**src/pkg/pfc_pkg.sv**
```systemverilog
package pfc_pkg;
  localparam int CLK_NS = 100;
  localparam int CNT_W = 24;
  typedef logic [CNT_W-1:0] pfc_cnt_t;
  // command codes
  localparam logic [7:0] CMD_READ_ARRAY = 8'hFF;
  localparam logic [7:0] CMD_READ_IDENT = 8'h90;
  localparam logic [7:0] CMD_READ_STATUS = 8'h70;
  localparam logic [7:0] CMD_READ_QUERY = 8'h98;
  localparam logic [7:0] CMD_CLEAR_STATUS = 8'h50;
  localparam logic [7:0] CMD_SUSPEND = 8'hB0;
  localparam logic [7:0] CMD_CONFIRM = 8'hD0;
  localparam logic [7:0] CMD_CFG_SETUP = 8'h60;
  localparam logic [7:0] CMD_BURST_CONF = 8'h03;
  localparam logic [7:0] CMD_PROTECT_CONF = 8'h01;
  localparam logic [7:0] CMD_OTP_SETUP = 8'hC0;
  localparam logic [7:0] CMD_WORD_PROG = 8'h40;
  localparam logic [7:0] CMD_WORD_PROG_ALT = 8'h10;
  localparam logic [7:0] CMD_ERASE_SETUP = 8'h20;
  localparam logic [7:0] CMD_BUF_PROG = 8'hE8;
  // word address map (address bit 0 is pin A1)
  localparam int ADDR_W = 21;
  localparam logic [20:0] ID_MFR_ADDR = 21'h000000;
  localparam logic [20:0] ID_DEV_ADDR = 21'h000001;
  localparam logic [20:0] ID_BCR_ADDR = 21'h000005;
  localparam logic [14:0] ID_PROT_OFS = 15'h0002;
  localparam logic [20:0] OTP_BASE = 21'h000080;
  localparam logic [20:0] OTP_LAST = 21'h000088;
  localparam int OTP_WORDS = 9;
  localparam logic [3:0] OTP_LOCK_IDX = 4'h0;
  localparam logic [3:0] OTP_USER_LO = 4'h5;
  localparam int LOCK_USER_BIT = 1;
  localparam int LOCK_FACT_BIT = 0;
  localparam logic [15:0] OTP_ERASED = 16'hFFFF;
  localparam logic [15:0] LOCK_RESET = 16'hFFFE;
  localparam int BLK_LSB = 15;
  localparam int BLK_MSB = 20;
  localparam int NUM_BLOCKS = 64;
  localparam int ROW_LSB = 4;
  localparam logic [15:0] BUF_MAX = 16'h000F;
  // status register bits
  localparam int SR_READY = 7;
  localparam int SR_ESUSP = 6;
  localparam int SR_EERR = 5;
  localparam int SR_PERR = 4;
  localparam int SR_VPP = 3;
  localparam int SR_PSUSP = 2;
  localparam int SR_PROT = 1;
  localparam logic [7:0] SR_ERR_MASK = 8'h3A;
  // operation times
  localparam int T_WORD_NS = 18000;
  localparam int T_BUF_NS = 290000;
  localparam int T_PROT_NS = 18000;
  localparam int T_ERASE_NS = 1100000000;
  localparam int T_UNPROT_NS = 750000000;
  localparam int T_PSUSP_NS = 20000;
  localparam int T_ESUSP_NS = 25000;
  localparam int WORD_CYC = T_WORD_NS / CLK_NS;
  localparam int BUF_CYC = T_BUF_NS / CLK_NS;
  localparam int PROT_CYC = T_PROT_NS / CLK_NS;
  localparam int PSUSP_CYC = T_PSUSP_NS / CLK_NS;
  localparam int ESUSP_CYC = T_ESUSP_NS / CLK_NS;
  typedef enum logic [2:0] {
    OP_WORD = 3'h0, OP_BUF = 3'h1, OP_ERASE = 3'h2,
    OP_PROT = 3'h3, OP_UNPROT = 3'h4, OP_OTP = 3'h5
  } pfc_op_e;
  typedef enum logic [1:0] {
    RM_ARRAY = 2'h0, RM_IDENT = 2'h1, RM_STATUS = 2'h2, RM_QUERY = 2'h3
  } pfc_rmode_e;
endpackage

```
**src/pfc_pe_ctrl.sv**
```systemverilog
`timescale 1ns/1ps
module pfc_pe_ctrl #(
  parameter int ERASE_CYC = pfc_pkg::T_ERASE_NS / pfc_pkg::CLK_NS,
  parameter int UNPROT_CYC = pfc_pkg::T_UNPROT_NS / pfc_pkg::CLK_NS
) (
  // clock, reset, enable
  input wire logic i_mclk,
  input wire logic i_rst,
  input wire logic i_ce,
  // control
  input wire logic i_start,
  input wire logic [2:0] i_kind,
  input wire logic i_suspend,
  input wire logic i_resume,
  // state
  output logic o_busy,
  output logic o_done,
  output logic o_susp_prog,
  output logic o_susp_erase
);
  typedef enum logic [1:0] {PE_IDLE = 2'h0, PE_RUN = 2'h1, PE_PAUSE = 2'h3} pfc_pe_e;
  pfc_pe_e state;
  logic [2:0] kind;
  pfc_pkg::pfc_cnt_t cnt;
  pfc_pkg::pfc_cnt_t lat;
  logic lat_on;

  function automatic pfc_pkg::pfc_cnt_t op_cycles(input logic [2:0] k);
    case (k)
      pfc_pkg::OP_BUF: op_cycles = pfc_pkg::pfc_cnt_t'(pfc_pkg::BUF_CYC);
      pfc_pkg::OP_ERASE: op_cycles = pfc_pkg::pfc_cnt_t'(ERASE_CYC);
      pfc_pkg::OP_PROT: op_cycles = pfc_pkg::pfc_cnt_t'(pfc_pkg::PROT_CYC);
      pfc_pkg::OP_UNPROT: op_cycles = pfc_pkg::pfc_cnt_t'(UNPROT_CYC);
      default: op_cycles = pfc_pkg::pfc_cnt_t'(pfc_pkg::WORD_CYC);
    endcase
  endfunction

  always_ff @(posedge i_mclk or posedge i_rst)
    if (i_rst)
    begin
      state <= PE_IDLE;
      kind <= 3'h0;
      cnt <= '0;
      lat <= '0;
      lat_on <= 1'b0;
      o_done <= 1'b0;
    end
    else if (i_ce)
    begin
      o_done <= 1'b0;
      case (state)
        PE_IDLE:
          if (i_start)
          begin
            state <= PE_RUN;
            kind <= i_kind;
            cnt <= op_cycles(i_kind);
            lat_on <= 1'b0;
          end
        PE_RUN:
          if (cnt == pfc_pkg::pfc_cnt_t'(1))
          begin
            // finishing beats a pending pause
            state <= PE_IDLE;
            o_done <= 1'b1;
          end
          else
          begin
            cnt <= cnt - pfc_pkg::pfc_cnt_t'(1);
            if (lat_on && lat == pfc_pkg::pfc_cnt_t'(1))
            begin
              state <= PE_PAUSE;
              lat_on <= 1'b0;
            end
            else if (lat_on)
              lat <= lat - pfc_pkg::pfc_cnt_t'(1);
            else if (i_suspend)
            begin
              lat_on <= 1'b1;
              lat <= (kind == pfc_pkg::OP_ERASE) ? pfc_pkg::pfc_cnt_t'(pfc_pkg::ESUSP_CYC)
                                                   : pfc_pkg::pfc_cnt_t'(pfc_pkg::PSUSP_CYC);
            end
          end
        PE_PAUSE:
          if (i_resume)
            state <= PE_RUN;
        default:
          state <= PE_IDLE;
      endcase
    end

  assign o_busy = (state == PE_RUN);
  assign o_susp_erase = (state == PE_PAUSE) && (kind == pfc_pkg::OP_ERASE);
  assign o_susp_prog = (state == PE_PAUSE) && (kind != pfc_pkg::OP_ERASE);
endmodule // pfc_pe_ctrl

```
**src/pfc_cmd_if.sv**
```systemverilog
// Implementation choices: the placing of the registers and register access over Avalon-MM.
`timescale 1ns/1ps
// Behaviour
// - burst config: 60h then 03h, value carried on the address lines
// - config bit n comes from address line n+1; other lines ignored
// - after burst config write, reads return array data
// - 60h then 01h protects the addressed block and starts the controller
// - after protect or unprotect, reads return status
// - protection bits survive bus reset; only unprotect-all or power-on clears them
// - 60h then D0h starts unprotect of every block
// - C0h then one 16-bit word programs the protection register
// - lock bit 1 low locks user words until power-on, bit 0 factory words permanently
// - programming a locked area changes nothing and flags a status error
// - no suspend during protection register programming
// - FFh array, 90h identifier, 70h status, 98h query read modes
// - 50h clears errors, B0h suspends, D0h resumes
// - word program 40h/10h plus address/data; erase 20h plus D0h
// - buffered program: E8h, count N, N+1 words, then D0h
// - identifier block base+02h gives protection; word 5 gives burst config
// - identifier words 0 and 1 give codes; protection register from 80h
// - protection window: 0 lock, 1-4 factory id, 5-8 user words
// - suspend pauses program within 20 us, erase within 25 us
// - status bit 7 low while controller busy, high when idle
// - clear-status zeroes bits 1,3,4,5; they hold otherwise until reset
module pfc_cmd_if #(
  parameter int ERASE_CYC = pfc_pkg::T_ERASE_NS / pfc_pkg::CLK_NS,
  parameter int UNPROT_CYC = pfc_pkg::T_UNPROT_NS / pfc_pkg::CLK_NS,
  parameter logic [15:0] MFR_CODE = 16'h1A2B, // arbitrary value
  parameter logic [15:0] DEV_CODE = 16'h3C4D  // arbitrary value
) (
  // clock, resets, enable
  input wire logic i_mclk,
  input wire logic i_rst,
  input wire logic i_por,
  input wire logic i_ce,
  // avalon-mm slave, word addressed
  input wire logic [20:0] i_avs_address,
  input wire logic i_avs_read,
  input wire logic i_avs_write,
  input wire logic [15:0] i_avs_writedata,
  output logic [15:0] o_avs_readdata,
  output logic o_avs_waitrequest,
  // pins and array
  input wire logic i_vpp_ok,
  input wire logic [15:0] i_array_word,
  // operation hand-off
  output logic o_op_start,
  output logic [2:0] o_op_kind,
  output logic [20:0] o_op_address,
  output logic [15:0] o_op_word,
  output logic o_op_busy,
  output logic [15:0] o_burst_config
);
  typedef enum logic [2:0] {
    SQ_IDLE = 3'h0, SQ_CFG = 3'h1, SQ_OTP = 3'h3, SQ_PROG = 3'h2,
    SQ_ERASE = 3'h6, SQ_BCOUNT = 3'h7, SQ_BDATA = 3'h5, SQ_BCONF = 3'h4
  } pfc_seq_e;

  pfc_seq_e seq;
  pfc_seq_e next_seq;
  pfc_pkg::pfc_rmode_e rmode;
  pfc_pkg::pfc_rmode_e next_rmode;
  logic ack;
  logic req;
  logic take;
  logic wr;
  logic vpp_meta;
  logic vpp_ok;
  logic [7:0] err;
  logic [7:0] set_err;
  logic clr_err;
  logic [pfc_pkg::NUM_BLOCKS-1:0] prot;
  logic [15:0] otp [pfc_pkg::OTP_WORDS];
  logic [3:0] otp_idx;
  logic otp_we;
  logic bcr_we;
  logic start;
  logic [2:0] start_kind;
  logic [20:0] start_addr;
  logic [20:0] buf_base;
  logic [20:0] buf_row;
  logic buf_first;
  logic [3:0] buf_left;
  logic buf_load;
  logic susp_req;
  logic resume_req;
  logic pec_done;
  logic susp_prog;
  logic susp_erase;
  logic [7:0] status;
  logic [7:0] cmd;

  function automatic logic [5:0] blk_of(input logic [20:0] a);
    blk_of = a[pfc_pkg::BLK_MSB:pfc_pkg::BLK_LSB];
  endfunction

  // status error bits for an operation that cannot start; zero means go
  function automatic logic [7:0] fail_bits(input logic [2:0] k, input logic vpp, input logic locked);
    logic [7:0] f;
    f = 8'h00;
    if (!vpp)
      f[pfc_pkg::SR_VPP] = 1'b1;
    if (locked)
      f[pfc_pkg::SR_PROT] = 1'b1;
    if (f != 8'h00)
    begin
      if (k == pfc_pkg::OP_ERASE || k == pfc_pkg::OP_UNPROT)
        f[pfc_pkg::SR_EERR] = 1'b1;
      else
        f[pfc_pkg::SR_PERR] = 1'b1;
    end
    fail_bits = f;
  endfunction

  // one wait state per access; the bus is on our clock so no synchroniser
  assign req = i_avs_read | i_avs_write;
  assign o_avs_waitrequest = req & ~(ack & i_ce);
  assign take = req & ack & i_ce;
  assign wr = take & i_avs_write;
  assign cmd = i_avs_writedata[7:0];
  assign otp_idx = 4'(i_avs_address - pfc_pkg::OTP_BASE);

  always_ff @(posedge i_mclk or posedge i_rst)
    if (i_rst)
      ack <= 1'b0;
    else if (i_ce)
      ack <= req & ~ack;

  always_ff @(posedge i_mclk or posedge i_rst)
    if (i_rst)
    begin
      vpp_meta <= 1'b0;
      vpp_ok <= 1'b0;
    end
    else if (i_ce)
    begin
      vpp_meta <= i_vpp_ok;
      vpp_ok <= vpp_meta;
    end

  // command decoder
  always_comb
  begin
    next_seq = seq;
    next_rmode = rmode;
    set_err = 8'h00;
    clr_err = 1'b0;
    otp_we = 1'b0;
    bcr_we = 1'b0;
    start = 1'b0;
    start_kind = pfc_pkg::OP_WORD;
    start_addr = i_avs_address;
    buf_load = 1'b0;
    susp_req = 1'b0;
    resume_req = 1'b0;
    if (wr && o_op_busy)
    begin
      // a running controller hears only status read and suspend
      if (cmd == pfc_pkg::CMD_READ_STATUS)
        next_rmode = pfc_pkg::RM_STATUS;
      else if (cmd == pfc_pkg::CMD_SUSPEND && o_op_kind != pfc_pkg::OP_OTP &&
               o_op_kind != pfc_pkg::OP_PROT && o_op_kind != pfc_pkg::OP_UNPROT)
      begin
        susp_req = 1'b1;
        next_rmode = pfc_pkg::RM_STATUS;
      end
    end
    else if (wr && (susp_prog || susp_erase))
    begin
      // nested program inside erase suspend is not offered
      case (cmd)
        pfc_pkg::CMD_READ_ARRAY: next_rmode = pfc_pkg::RM_ARRAY;
        pfc_pkg::CMD_READ_IDENT: next_rmode = pfc_pkg::RM_IDENT;
        pfc_pkg::CMD_READ_STATUS: next_rmode = pfc_pkg::RM_STATUS;
        pfc_pkg::CMD_READ_QUERY: next_rmode = pfc_pkg::RM_QUERY;
        pfc_pkg::CMD_CONFIRM:
        begin
          resume_req = 1'b1;
          next_rmode = pfc_pkg::RM_STATUS;
        end
        default: next_rmode = rmode;
      endcase
    end
    else if (wr)
    begin
      next_seq = pfc_seq_e'(SQ_IDLE);
      case (seq)
        SQ_IDLE:
          case (cmd)
            pfc_pkg::CMD_READ_ARRAY: next_rmode = pfc_pkg::RM_ARRAY;
            pfc_pkg::CMD_READ_IDENT: next_rmode = pfc_pkg::RM_IDENT;
            pfc_pkg::CMD_READ_STATUS: next_rmode = pfc_pkg::RM_STATUS;
            pfc_pkg::CMD_READ_QUERY: next_rmode = pfc_pkg::RM_QUERY;
            pfc_pkg::CMD_CLEAR_STATUS: clr_err = 1'b1;
            pfc_pkg::CMD_CFG_SETUP: next_seq = SQ_CFG;
            pfc_pkg::CMD_OTP_SETUP: next_seq = SQ_OTP;
            pfc_pkg::CMD_WORD_PROG, pfc_pkg::CMD_WORD_PROG_ALT: next_seq = SQ_PROG;
            pfc_pkg::CMD_ERASE_SETUP: next_seq = SQ_ERASE;
            pfc_pkg::CMD_BUF_PROG:
            begin
              next_seq = SQ_BCOUNT;
              buf_load = 1'b1;
              next_rmode = pfc_pkg::RM_STATUS;
            end
            default: next_seq = SQ_IDLE;
          endcase
        SQ_CFG:
        begin
          next_rmode = pfc_pkg::RM_STATUS;
          if (cmd == pfc_pkg::CMD_BURST_CONF)
          begin
            bcr_we = 1'b1;
            next_rmode = pfc_pkg::RM_ARRAY;
          end
          else if (cmd == pfc_pkg::CMD_PROTECT_CONF || cmd == pfc_pkg::CMD_CONFIRM)
          begin
            start_kind = (cmd == pfc_pkg::CMD_CONFIRM) ? pfc_pkg::OP_UNPROT : pfc_pkg::OP_PROT;
            set_err = fail_bits(start_kind, vpp_ok, 1'b0);
            start = (set_err == 8'h00);
          end
          else
            set_err = (8'h01 << pfc_pkg::SR_PERR) | (8'h01 << pfc_pkg::SR_EERR);
        end
        SQ_OTP:
        begin
          next_rmode = pfc_pkg::RM_STATUS;
          start_kind = pfc_pkg::OP_OTP;
          set_err = fail_bits(pfc_pkg::OP_OTP, vpp_ok,
            i_avs_address < pfc_pkg::OTP_BASE || i_avs_address > pfc_pkg::OTP_LAST ||
            (otp_idx >= pfc_pkg::OTP_USER_LO && !otp[pfc_pkg::OTP_LOCK_IDX][pfc_pkg::LOCK_USER_BIT]) ||
            (otp_idx != pfc_pkg::OTP_LOCK_IDX && otp_idx < pfc_pkg::OTP_USER_LO &&
             !otp[pfc_pkg::OTP_LOCK_IDX][pfc_pkg::LOCK_FACT_BIT]));
          start = (set_err == 8'h00);
          otp_we = start;
        end
        SQ_PROG:
        begin
          next_rmode = pfc_pkg::RM_STATUS;
          set_err = fail_bits(pfc_pkg::OP_WORD, vpp_ok, prot[blk_of(i_avs_address)]);
          start = (set_err == 8'h00);
        end
        SQ_ERASE:
        begin
          next_rmode = pfc_pkg::RM_STATUS;
          start_kind = pfc_pkg::OP_ERASE;
          if (cmd == pfc_pkg::CMD_CONFIRM)
          begin
            set_err = fail_bits(pfc_pkg::OP_ERASE, vpp_ok, prot[blk_of(i_avs_address)]);
            start = (set_err == 8'h00);
          end
          else
            set_err = (8'h01 << pfc_pkg::SR_PERR) | (8'h01 << pfc_pkg::SR_EERR);
        end
        SQ_BCOUNT:
          if (blk_of(i_avs_address) != blk_of(buf_base) || i_avs_writedata > pfc_pkg::BUF_MAX)
            set_err = (8'h01 << pfc_pkg::SR_PERR) | (8'h01 << pfc_pkg::SR_EERR);
          else
            next_seq = SQ_BDATA;
        SQ_BDATA:
          if (!buf_first && i_avs_address[20:pfc_pkg::ROW_LSB] != buf_row[20:pfc_pkg::ROW_LSB])
            set_err = (8'h01 << pfc_pkg::SR_PERR) | (8'h01 << pfc_pkg::SR_EERR);
          else
            next_seq = (buf_left == 4'h0) ? SQ_BCONF : SQ_BDATA;
        SQ_BCONF:
        begin
          start_kind = pfc_pkg::OP_BUF;
          start_addr = buf_row;
          if (cmd == pfc_pkg::CMD_CONFIRM)
          begin
            set_err = fail_bits(pfc_pkg::OP_BUF, 1'b1, prot[blk_of(buf_row)]);
            start = (set_err == 8'h00);
          end
          else
            set_err = (8'h01 << pfc_pkg::SR_PERR) | (8'h01 << pfc_pkg::SR_EERR);
        end
        default: next_seq = SQ_IDLE;
      endcase
    end
  end

  always_ff @(posedge i_mclk or posedge i_rst)
    if (i_rst)
    begin
      seq <= SQ_IDLE;
      rmode <= pfc_pkg::RM_ARRAY;
    end
    else if (i_ce)
    begin
      seq <= next_seq;
      rmode <= next_rmode;
    end

  always_ff @(posedge i_mclk or posedge i_rst)
    if (i_rst)
    begin
      buf_base <= '0;
      buf_row <= '0;
      buf_first <= 1'b0;
      buf_left <= 4'h0;
    end
    else if (i_ce && wr)
    begin
      if (buf_load)
        buf_base <= i_avs_address;
      if (seq == SQ_BCOUNT)
      begin
        buf_left <= i_avs_writedata[3:0];
        buf_first <= 1'b1;
      end
      if (seq == SQ_BDATA)
      begin
        buf_first <= 1'b0;
        buf_left <= buf_left - 4'h1;
        if (buf_first)
          buf_row <= i_avs_address;
      end
    end

  // error bits are sticky; a new error in the clearing cycle survives
  always_ff @(posedge i_mclk or posedge i_rst)
    if (i_rst)
      err <= 8'h00;
    else if (i_ce)
      err <= ((clr_err ? (err & ~pfc_pkg::SR_ERR_MASK) : err) | set_err) & pfc_pkg::SR_ERR_MASK;

  always_ff @(posedge i_mclk or posedge i_rst)
    if (i_rst)
      o_burst_config <= 16'h0000;
    else if (i_ce && bcr_we)
      o_burst_config <= i_avs_address[15:0];

  always_ff @(posedge i_mclk or posedge i_rst)
    if (i_rst)
    begin
      o_op_start <= 1'b0;
      o_op_kind <= pfc_pkg::OP_WORD;
      o_op_address <= '0;
      o_op_word <= 16'h0000;
    end
    else if (i_ce)
    begin
      o_op_start <= start;
      if (start)
      begin
        o_op_kind <= start_kind;
        o_op_address <= start_addr;
        o_op_word <= i_avs_writedata;
      end
    end

  // non-volatile state: only power-on or unprotect-all clears it, never the bus reset
  for (genvar g = 0; g < pfc_pkg::NUM_BLOCKS; g++)
  begin : g_prot
    always_ff @(posedge i_mclk or posedge i_por)
      if (i_por)
        prot[g] <= 1'b0;
      else if (i_ce && pec_done && o_op_kind == pfc_pkg::OP_UNPROT)
        prot[g] <= 1'b0;
      else if (i_ce && pec_done && o_op_kind == pfc_pkg::OP_PROT && blk_of(o_op_address) == 6'(g))
        prot[g] <= 1'b1;
  end

  // programming only clears bits, so only power-on brings the user lock bit back; the factory one never
  always_ff @(posedge i_mclk or posedge i_por)
    if (i_por)
    begin
      otp[0] <= pfc_pkg::LOCK_RESET;
      for (int i = 1; i < pfc_pkg::OTP_WORDS; i++)
        otp[i] <= pfc_pkg::OTP_ERASED;
    end
    else if (i_ce && otp_we)
      otp[otp_idx] <= otp[otp_idx] & i_avs_writedata;

  assign status = {~o_op_busy, susp_erase, err[5:3], susp_prog, err[1], 1'b0};

  // read data is registered in the wait cycle and held until the next read
  always_ff @(posedge i_mclk or posedge i_rst)
    if (i_rst)
      o_avs_readdata <= 16'h0000;
    else if (i_ce && i_avs_read && !ack)
      case (rmode)
        pfc_pkg::RM_STATUS: o_avs_readdata <= {8'h00, status};
        pfc_pkg::RM_QUERY: o_avs_readdata <= 16'h0000;
        pfc_pkg::RM_IDENT:
          if (i_avs_address == pfc_pkg::ID_MFR_ADDR)
            o_avs_readdata <= MFR_CODE;
          else if (i_avs_address == pfc_pkg::ID_DEV_ADDR)
            o_avs_readdata <= DEV_CODE;
          else if (i_avs_address == pfc_pkg::ID_BCR_ADDR)
            o_avs_readdata <= o_burst_config;
          else if (i_avs_address >= pfc_pkg::OTP_BASE && i_avs_address <= pfc_pkg::OTP_LAST)
            o_avs_readdata <= otp[otp_idx];
          else if (i_avs_address[pfc_pkg::BLK_LSB-1:0] == pfc_pkg::ID_PROT_OFS)
            o_avs_readdata <= {15'h0000, prot[blk_of(i_avs_address)]};
          else
            o_avs_readdata <= 16'h0000;
        default: o_avs_readdata <= i_array_word;
      endcase

  pfc_pe_ctrl #(
    .ERASE_CYC(ERASE_CYC),
    .UNPROT_CYC(UNPROT_CYC)
  ) u_pec (
    .i_mclk(i_mclk),
    .i_rst(i_rst),
    .i_ce(i_ce),
    .i_start(o_op_start),
    .i_kind(o_op_kind),
    .i_suspend(susp_req),
    .i_resume(resume_req),
    .o_busy(o_op_busy),
    .o_done(pec_done),
    .o_susp_prog(susp_prog),
    .o_susp_erase(susp_erase)
  );
endmodule // pfc_cmd_if

```
**config.mk**
```make
export PLATFORM = sky130hd
export DESIGN_NAME = pfc_cmd_if
export DESIGN_NICKNAME = d
export VERILOG_FILES = /design/src/pkg/pfc_pkg.sv /design/src/pfc_pe_ctrl.sv /design/src/pfc_cmd_if.sv
export SDC_FILE = /design/constraint.sdc
export NUM_CORES = 1
export LEC_CHECK = 0
export ABC_AREA = 1
export BUFFER_PORTS_ARGS = -buffer_cell sky130_fd_sc_hd__buf_2
export CAP_MARGIN = 20
export CELL_PAD_IN_SITES_DETAIL_PLACEMENT = 1
export CELL_PAD_IN_SITES_GLOBAL_PLACEMENT = 1
export CORE_MARGIN = 1.5
export CORE_UTILIZATION = 51
export CTS_BUF_LIST = sky130_fd_sc_hd__clkbuf_8
export DETAILED_ROUTE_END_ITERATION = 7
export PLACE_DENSITY = 0.95
export SETUP_SLACK_MARGIN = 0.02
export SYNTH_ARGS = -nofsm -noshare
export SYNTH_HDL_FRONTEND = slang
export SYNTH_SLANG_ARGS = --single-unit
```
**constraint.sdc**
```tcl
create_clock -name i_mclk -period 9.55 [get_ports i_mclk]
set_input_delay 0.4775 -clock i_mclk [delete_from_list [all_inputs] [get_ports i_mclk]]
set_output_delay 0.4775 -clock i_mclk [all_outputs]
set_load 0.01 [all_outputs]
```
==> results of run 1 <==
layout make-up:
class / count / area (sq um) / share of cell area
clock buffer: 87 / 1200 / 0.0537
inverter: 189 / 722 / 0.0324
tap: 518 / 648 / 0.0291
antenna: 1 / 2.50 / 0.000112
sequential: 380 / 9690 / 0.435
clock inverter: 31 / 178 / 0.00797
timing repair buffer: 157 / 878 / 0.0394
multi-input combinational: 1873 / 8970 / 0.402
logic make-up after synthesis:
| group | synth area share |
|---|---|
| adders and majority gates | 0.00567 |
| AOI/OAI and AO/OA | 0.149 |
| buffers and inverters | 0.0617 |
| and+or+nand+nor | 0.280 |
| DFF | 0.488 |
| xor gates and xnor gates | 0.0163 |
metrics by stage:
| stage | cell area (sq um) | cells | power, mW | utilization | hold slack [ps] |
|---|---|---|---|---|---|
| final | 22300 | 3236 | 4.35 | 0.578 | 1.55 |
| after global routing | 22300 | 3236 | 4.54 | 0.578 | 116 |
| after CTS | 22200 | 3233 | 4.34 | 0.577 | 56.7 |
| after detailed placement | 20900 | 3115 | 2.75 | 0.541 | 462 |
| after global placement | 20800 | 3113 | 2.69 | 0.540 | 451 |
| after floorplan | 19900 | 2566 | 2.46 | - | 442 |
how the worst min path moves through the flow:
stage          cells past startpoint                           end  slack, ps
6_report                           2      o_op_word[6]$_DFFE_PP0P_          2
5_1_grt                            2          prot[61]$_DFFE_PP0P_        120
4_1_cts                            2      o_op_word[8]$_DFFE_PP0P_         60
3_5_place_dp                       2  o_op_address[12]$_DFFE_PP0P_        460
3_3_place_gp                       2     o_op_word[13]$_DFFE_PP0P_        450
2_1_floorplan                      2          vpp_meta$_DFFE_PP0P_        440
flip-flops by register name, indices dropped and copies added (netlist names), 4 cells and up:
name	cells
otp	144
prot	64
u_pec.cnt	24
u_pec.lat	24
buf_row	21
o_op_address	21
o_avs_readdata	16
o_burst_config	16
o_op_word	16
buf_base	6
buf_left	4
err	4
per-layer routing:
| metal | share of wire | routed length [microns] | GRT usage | vias to the layer above |
|---|---|---|---|---|
| met5 | 0.00034 | 26 | 0 | - |
| met4 | 0.049 | 3670 | 0.183 | 4 |
| met3 | 0.084 | 6320 | 0.0744 | 278 |
| met2 | 0.46 | 34800 | 0.598 | 987 |
| met1 | 0.41 | 30700 | 0.500 | 9989 |
| li1 | - | - | - | 8697 |
cell usage after synthesis (all sizes together) (2+ instances only):
cell type and instances:
xor2 24, a21oi 114, nor3 31, clkinv 6, dfstp 143, inv 183
a31oi 36, ha 9, o2111a 2, xnor2 13, nand3b 3, nor2 225
o22ai 2, nand2 796, a22oi 48, clkbuf 83, a221oi 13, nand4 17
o31ai 17, nor4 15, o211ai 18, o2bb2ai 2, or2 5, o21ai 264
nand3 207, buf 41, and3 6, dfrtp 237
critical path, delay by kind of cell, from the launching register on:
kind	cells	cell delay (ps)
buffers and inverters	3	1370
DFF	1	850
and+or+nand+nor	13	1660
power by group:
group | switching [mW] | internal, mW
Combinational | 0.602 | 0.260
Sequential | 0.140 | 1.76
Clock | 0.723 | 0.867
Total | 1.47 | 2.89
==> results.json, run 1 <==
{
  "status": "finished, final reports clean",
  "drv_slew": 0,
  "fin_crit_sh": 0.417,
  "dr.pass1.iters": 6,
  "clk_path_buf_depth": 3,
  "cts_buffers": 68,
  "syn_nets": 2635,
  "clk_latency_ps": 650,
  "power_leakage_nw": 10.1,
  "cp_common_cell": "nand2_1",
  "gp_congestion": 0.922,
  "die_w_microns": 200,
  "synth_top_cells_by_area": "dfrtp_1 30%, dfstp_2 19%, nand2_1 15%",
  "crit_path_max_incr_delay_ps": 850,
  "hold_path_class": "input pin to asynchronous set/reset pin",
  "critPathArrivalTime_ps": 4550,
  "ys_ff_latch": 380,
  "ctsHtreeMaxLevel": 3,
  "fin_ws_ps": 5570,
  "vias": 19955,
  "cts_tree": "done",
  "drtIter0Drc": 2004,
  "start_kind": "register",
  "grt_util_all_layers": 0.378,
  "coreArea_sq_um": 38600,
  "post_cts_buffers": 0,
  "ant_nets": 0,
  "synthCells": 2566,
  "initial_core_util": 0.515,
  "synth_top_area_share": 0.299,
  "final_common_cell": "nand2_1",
  "cap_violations": 0,
  "io_buffers": 134,
  "final_cell_mix": "790 x nand2_1, 237 x dfrtp_1, 214 x nor2_1",
  "grt_pass1_wl_mm": 119,
  "clock-skew-final_ps": 33.3,
  "area_growth_pct": 12.2,
  "cts_root_buf": "clkbuf_8",
  "cp-end-kind": "register",
  "synth-async-reset-ratio": 1.00,
  "ios": 135,
  "clkSinkCount": 380,
  "synth-seq-area-share": 0.488,
  "ir_drop_mv": 0.108,
  "rsz0062_at_grt": "no",
  "fillers": 4810,
  "worstRegToRegCells": 16,
  "cp_max_fo": 41,
  "worstReg2RegStart": "buf_row[16]$_DFFE_PP0P_",
  "hpwl_mm": 50.1,
  "setup-violations-final": 0,
  "yosys_most_used_dff": "dfrtp_1",
  "ctsResizeCount": 0,
  "period_needed_ps": 3980,
  "synth_cell_types": 52,
  "setup_tns_ps": 0,
  "synth_top_area_cell": "dfrtp_1",
  "synth_area_sq_um": 19900,
  "pre_cts_slack_ps": 5520,
  "dieArea_sq_um": 40100,
  "worstSetupStartpoint": "buf_row[16]$_DFFE_PP0P_",
  "nets": 2738,
  "grt_overflow": 0,
  "rrSetupSlack_ps": 5570,
  "avgSynthCellArea_sq_um": 7.74,
  "endpoint": "o_op_address[6]$_DFFE_PP0P_",
  "p_per_area_nw_per_um2": 195,
  "slowest_stage": "dfrtp_1",
  "wl_per_cell_microns": 23.3,
  "synth_edf_count": 0,
  "avgViaCountPerCell": 6.17,
  "yosysWarnings": 0,
  "grt_pass1_vias": 20855,
  "antenna_found_initial": 3,
  "crit_type": "register to register",
  "crit_required_ps": 10120,
  "grt_max_degree": 119,
  "r2r-end": "o_op_address[6]$_DFFE_PP0P_",
  "tightest_slew_ps": 1090,
  "cts.clk_slew.worst_paths_ps": 70,
  "routed_wl_mm": 75.5,
  "postCtsHoldBufs": 0,
  "finalHoldViolCount": 0,
  "max_freq_mhz": 251,
  "num_rows": 72,
  "chipHeight_microns": 200,
  "drcViolationCount": 0,
  "path_cells": "inv_1, nand3_1, nand3_1, nand2_1, nand2_1, nand3_1, nand3_1, nand2_1, nand2_1, nand3_1, nand2_1, buf_4, nand2_1, buf_4, nand2_1, nand2_1",
  "drive_above_1_share": 0.164,
  "relSlewSlack": 0.272
}
(Power assumes the default switching activity.)
==> run 2, diff against run 1 <==
--- a/config.mk
+++ b/config.mk
@@ -11,10 +11,10 @@
 export CELL_PAD_IN_SITES_DETAIL_PLACEMENT = 1
 export CELL_PAD_IN_SITES_GLOBAL_PLACEMENT = 1
 export CORE_MARGIN = 1.5
-export CORE_UTILIZATION = 51
+export CORE_UTILIZATION = 47
 export CTS_BUF_LIST = sky130_fd_sc_hd__clkbuf_8
 export DETAILED_ROUTE_END_ITERATION = 7
-export PLACE_DENSITY = 0.95
+export PLACE_DENSITY = 0.91
 export SETUP_SLACK_MARGIN = 0.02
 export SYNTH_ARGS = -nofsm -noshare
 export SYNTH_HDL_FRONTEND = slang
==> constraint.sdc (replaced) <==
create_clock -name i_mclk -period 4 [get_ports i_mclk]
set_input_delay 0.2 -clock i_mclk [delete_from_list [all_inputs] [get_ports i_mclk]]
set_output_delay 0.2 -clock i_mclk [all_outputs]
set_load 0.01 [all_outputs]
==> results.json, run 2 (synthesis results as in run 1) <==
{
  "status": "finished, final reports clean",
  "cp_common_cell": "nand2_1",
  "clkSinkCount": 380,
  "finalHoldViolCount": 0,
  "cts_tree": "done",
  "cts_root_buf": "clkbuf_8",
  "postCtsHoldBufs": 54,
  "initial_core_util": 0.474,
  "drv_slew": 0,
  "start_kind": "register",
  "reg_top3": "otp (144), prot (64)",
  "final_cell_mix": "790 x nand2_1, 237 x dfrtp_1, 214 x nor2_1",
  "fin_crit_sh": 0.800,
  "routed_wl_mm": 74.6,
  "fillers": 5189,
  "grt_max_degree": 173,
  "utilization": 0.547,
  "switchingPower_mw": 3.55,
  "dieArea_sq_um": 43500,
  "max_freq_mhz": 313,
  "setup-violations-final": 0,
  "tightest_slew_ps": 1050,
  "grt_util_all_layers": 0.346,
  "grt_overflow": 0,
  "power_leakage_nw": 10.3,
  "pwr-share-comb": 0.202,
  "ant_nets": 0,
  "drive_above_1_share": 0.164,
  "area_growth_pct": 15.3,
  "ios": 135,
  "cp-end-kind": "register",
  "hold_path_class": "input pin to register",
  "num_rows": 75,
  "crit_path_max_incr_delay_ps": 740,
  "clk_latency_ps": 670,
  "nets": 2802,
  "drtIter0Drc": 1759,
  "slowest_stage": "dfrtp_1",
  "fin_ws_ps": 801,
  "period_needed_ps": 3200,
  "largest_reg_flops": 144,
  "relSlewSlack": 0.298,
  "cp_max_fo": 40,
  "cts_buffers": 69,
  "p_sw_frac": 0.340,
  "p_int_mw": 6.89,
  "clock-skew-final_ps": 38.2,
  "final_common_cell": "nand2_1",
  "setup_tns_ps": 0,
  "cts.clk_slew.worst_paths_ps": 80,
  "path_cells": "inv_1, a21oi_1, o21ai_0, nand3_1, nand2_1, nand2_1, nand3_1, nand3_1, nand2_1, nand2_1, nand3_1, nand2_1, buf_4, nand3_1, nand2_1",
  "ctsHtreeMaxLevel": 3,
  "clk_path_buf_depth": 3,
  "regMostFlops": "otp",
  "ir_drop_mv": 0.265,
  "drcViolationCount": 0,
  "p_total_mw": 10.4,
  "grt_pass1_vias": 20937,
  "io_buffers": 134,
  "die_w_microns": 209,
  "crit_type": "register to register",
  "p_per_area_nw_per_um2": 456,
  "chipHeight_microns": 209,
  "pre_cts_slack_ps": 990,
  "vias": 20062,
  "wl_per_cell_microns": 22.5,
  "sequentialPowerShare": 0.435,
  "coreArea_sq_um": 41900,
  "critPathArrivalTime_ps": 3780,
  "crit_required_ps": 4580,
  "ctsResizeCount": 0,
  "dr.pass1.iters": 8,
  "clockPowerShare": 0.363,
  "gp_congestion": 0.965,
  "hpwl_mm": 49.6,
  "post_cts_buffers": 0,
  "avgViaCountPerCell": 6.04,
  "antenna_found_initial": 0,
  "rsz0062_at_grt": "no",
  "cap_violations": 0,
  "grt_pass1_wl_mm": 118
}
-- run 2: cell count changes in the layout (fill, tap and decap cells not counted), sizes merged --
cell,before,now
dlygate4sd3,0,54
inv,207,208
clkinvlp,1,5
clkbuf,87,83
clkinv,10,11
buf,157,166
-- run 2: path summary, 6_finish.rpt --
| kind | from | to | slack (ps) | cells past startpoint |
|---|---|---|---|---|
| max in group asynchronous | i_por | prot[54]$_DFFE_PP0P_ | 2810 | 4 |
| setup / recovery | buf_row[16]$_DFFE_PP0P_ | o_op_address[11]$_DFFE_PP0P_ | 800 | 15 |
| setup reg to reg | buf_row[16]$_DFFE_PP0P_ | o_op_address[11]$_DFFE_PP0P_ | 800 | 15 |
| min in group asynchronous | i_rst | o_avs_readdata[13]$_DFFE_PP0P_ | 300 | 4 |
| hold reg to reg | otp[120]$_DFFE_PP1P_ | otp[120]$_DFFE_PP1P_ | 470 | 2 |
| hold / removal | i_avs_write | seq[1]$_DFFE_PP0P_ | 60 | 4 |
-- run 2: power by group through the flow --
stage	Sequential, mW	Combinational, mW	Clock [mW]
after floorplan	4.52	1.35	0
final	4.54	2.10	3.79
after global routing	4.58	2.34	3.99
after CTS	4.53	2.08	3.83
after detailed placement	4.59	2.01	0
after global placement	4.56	1.89	0
-- run 2: through the flow --
stage / area [sq um] / hold WS (ps) / std cells
4_1_cts: 22900 / 30.1 / 3321
3_5_place_dp: 21000 / 462 / 3147
6_report: 22900 / 61.5 / 3322
5_1_grt: 22900 / 54.2 / 3321
2_1_floorplan: 19900 / 317 / 2566
3_3_place_gp: 21000 / 453 / 3147
-- run 2: layout make-up --
cell class | count | area, sq um | share of cell area
diodes | 1 | 2.50 | 0.000109
clock buffers | 83 | 1140 | 0.0499
clock inverters | 37 | 234 | 0.0102
inverters | 189 | 717 | 0.0313
multi-input cells | 1873 | 8970 | 0.392
flip-flops and latches | 380 | 9690 | 0.423
well taps | 539 | 674 | 0.0294
repair buffers | 220 | 1480 | 0.0645
-- run 2: routing by layer --
metal,global-route usage,routed length (microns),up-vias
met5,0,0,-
met4,0.151,3210,0
met3,0.0805,6410,225
met2,0.547,33900,974
met1,0.457,31100,10020
li1,-,-,8843
-- run 2: critical path: cells and delay by family, from the launching register on --
family	cells	cell delay (ps)
DFF	1	740
AOI/OAI and AO/OA	2	350
buffers and inverters	2	920
and+or+nand+nor	11	1080
==> run 3, diff against run 2 <==
--- a/config.mk
+++ b/config.mk
@@ -11,10 +11,10 @@
 export CELL_PAD_IN_SITES_DETAIL_PLACEMENT = 1
 export CELL_PAD_IN_SITES_GLOBAL_PLACEMENT = 1
 export CORE_MARGIN = 1.5
-export CORE_UTILIZATION = 47
+export CORE_UTILIZATION = 42
 export CTS_BUF_LIST = sky130_fd_sc_hd__clkbuf_8
 export DETAILED_ROUTE_END_ITERATION = 7
-export PLACE_DENSITY = 0.91
+export PLACE_DENSITY = 0.86
 export SETUP_SLACK_MARGIN = 0.02
 export SYNTH_ARGS = -nofsm -noshare
 export SYNTH_HDL_FRONTEND = slang
==> constraint.sdc (replaced) <==
create_clock -name i_mclk -period 2.9 [get_ports i_mclk]
set_input_delay 0.145 -clock i_mclk [delete_from_list [all_inputs] [get_ports i_mclk]]
set_output_delay 0.145 -clock i_mclk [all_outputs]
set_load 0.01 [all_outputs]
==> results.json, run 3 (synthesis results as in run 1) <==
{
  "status": "finished, final reports clean",
  "reg_top3": "otp (144), prot (64)",
  "clock-skew-final_ps": 33.8,
  "drv_slew": 0,
  "r2r-end": "otp[37]$_DFFE_PP1P_",
  "power_leakage_nw": 10.6,
  "gp_congestion": 0.952,
  "setup_tns_ps": 0,
  "dieArea_sq_um": 48600,
  "grt_pass1_vias": 20882,
  "crit_required_ps": 3440,
  "die_w_microns": 220,
  "clkSinkCount": 380,
  "min_from": "i_avs_write",
  "pre_cts_slack_ps": 158,
  "finalHoldViolCount": 0,
  "dr.pass1.iters": 5,
  "grt_overflow": 0,
  "dpl.cell_count": 3243,
  "final_common_cell": "nand2_1",
  "initial_core_util": 0.427,
  "grt_util_all_layers": 0.308,
  "ir_drop_mv": 0.354,
  "cp_max_fo": 32,
  "cap_violations": 0,
  "setup-violations-final": 0,
  "hpwl_mm": 49.6,
  "drive_above_1_share": 0.175,
  "crit_type": "register to register",
  "regMostFlops": "otp",
  "rsz0062_at_grt": "no",
  "cts_buffers": 70,
  "avgViaCountPerCell": 5.79,
  "ctsHtreeMaxLevel": 3,
  "post_dp_cell_area_sq_um": 21400,
  "holdWs_ps": 52.4,
  "grt_pass1_wl_mm": 116,
  "io_buffers": 134,
  "clk_latency_ps": 650,
  "cp-end-kind": "register",
  "cts_root_buf": "clkbuf_8",
  "p_total_mw": 14.6,
  "fin_crit_sh": 0.943,
  "area_growth_pct": 17.9,
  "start_kind": "register",
  "coreArea_sq_um": 46600,
  "relSlewSlack": 0.421,
  "rrSetupSlack_ps": 170,
  "tightest_slew_ps": 867,
  "hold_depth": 4,
  "grt_max_degree": 109,
  "hold_path_class": "input pin to register",
  "num_rows": 79,
  "chipHeight_microns": 220,
  "routed_wl_mm": 73.6,
  "ant_nets": 0,
  "stdcell_count": 3427,
  "largest_reg_flops": 144,
  "worstRegToRegCells": 12,
  "clk_path_buf_depth": 3,
  "critPathArrivalTime_ps": 3280,
  "p_per_area_nw_per_um2": 625,
  "fin_ws_ps": 166,
  "drtIter0Drc": 1740,
  "antenna_found_initial": 3,
  "ios": 135,
  "utilization": 0.503,
  "vias": 19850,
  "cts_tree": "done",
  "worstReg2RegStart": "u_pec.state[1]$_DFFE_PP0P_",
  "final_cell_mix": "788 x nand2_1, 237 x dfrtp_1, 213 x nor2_1",
  "drcViolationCount": 0,
  "cts.clk_slew.worst_paths_ps": 70,
  "whs_endpoint": "seq[1]$_DFFE_PP0P_",
  "finalInstanceArea_sq_um": 23400,
  "wl_per_cell_microns": 21.5,
  "nets": 2834,
  "max_freq_mhz": 366,
  "period_needed_ps": 2730
}
[run 3: cell count changes in the layout (fill, tap and decap cells not counted), moves of 3 or more]
| cell | delta |
|---|---|
| buf_4 | +20 |
| clkbuf_8 | +5 |
| dlygate4sd3_1 | +3 |
| buf_12 | +7 |
| inv_1 | +3 |
[run 3: worst max-delay path, stage by stage, from the launching register on]
cell and delay, ps:
dfrtp_1 400, inv_1 90, ha_1 270, inv_2 120
nor2_4 60, nor2_4 150, inv_2 70, nor2_4 170
inv_2 120, nor3_4 200, buf_6 230, nand3_4 400
o21ai_2 340
[run 3: area by class of cell]
cell class,instances,area (sq um)
antenna,2,5.00
timing repair buffer,251,1810
multi-input combinational,1873,8980
clock buffer,88,1210
tap,607,759
sequential,380,9690
clock inverter,37,239
fill,5745,23100
inverter,189,721
[run 3: layer usage]
layer,global-route usage,part of all wire,wire length [microns],vias to the layer above
met5,0,0.00026,19,-
met4,0.149,0.044,3230,2
met3,0.0617,0.076,5630,204
met2,0.490,0.46,33800,805
met1,0.402,0.42,30900,9937
li1,-,-,-,8902
[run 3: how the worst max path moves through the flow]
stage | from | end | slack [ps] | cells after the start
finish | u_pec.state[1]$_DFFE_PP0P_ | otp[37]$_DFFE_PP1P_ | 170 | 12
global route | u_pec.cnt[17]$_DFFE_PP0P_ | u_pec.cnt[18]$_DFFE_PP0P_ | 40 | 11
CTS | u_pec.state[0]$_DFFE_PP0P_ | u_pec.cnt[2]$_DFFE_PP0P_ | 160 | 12
detailed placement | u_pec.state[0]$_DFFE_PP0P_ | u_pec.cnt[2]$_DFFE_PP0P_ | 160 | 12
global placement | i_avs_address[15] | o_avs_readdata[0]$_DFFE_PP0P_ | 330 | 9
floorplan | i_por | otp[128]$_DFFE_PP0P_ | 170 | 1
[run 3: what timing repair did]
action	4_1_cts	5_1_grt
resized for setup	0	5
hold buffers	57	0
buffers inserted	0	0
setup endpoints to repair	0	23
hold endpoints to repair	179	0
[run 3: power by group]
group	switching, mW	internal (mW)	total (mW)
combinational	2.02	0.977	3.00
sequential	0.430	5.80	6.23
clock	2.42	2.99	5.41
total	4.87	9.77	14.6
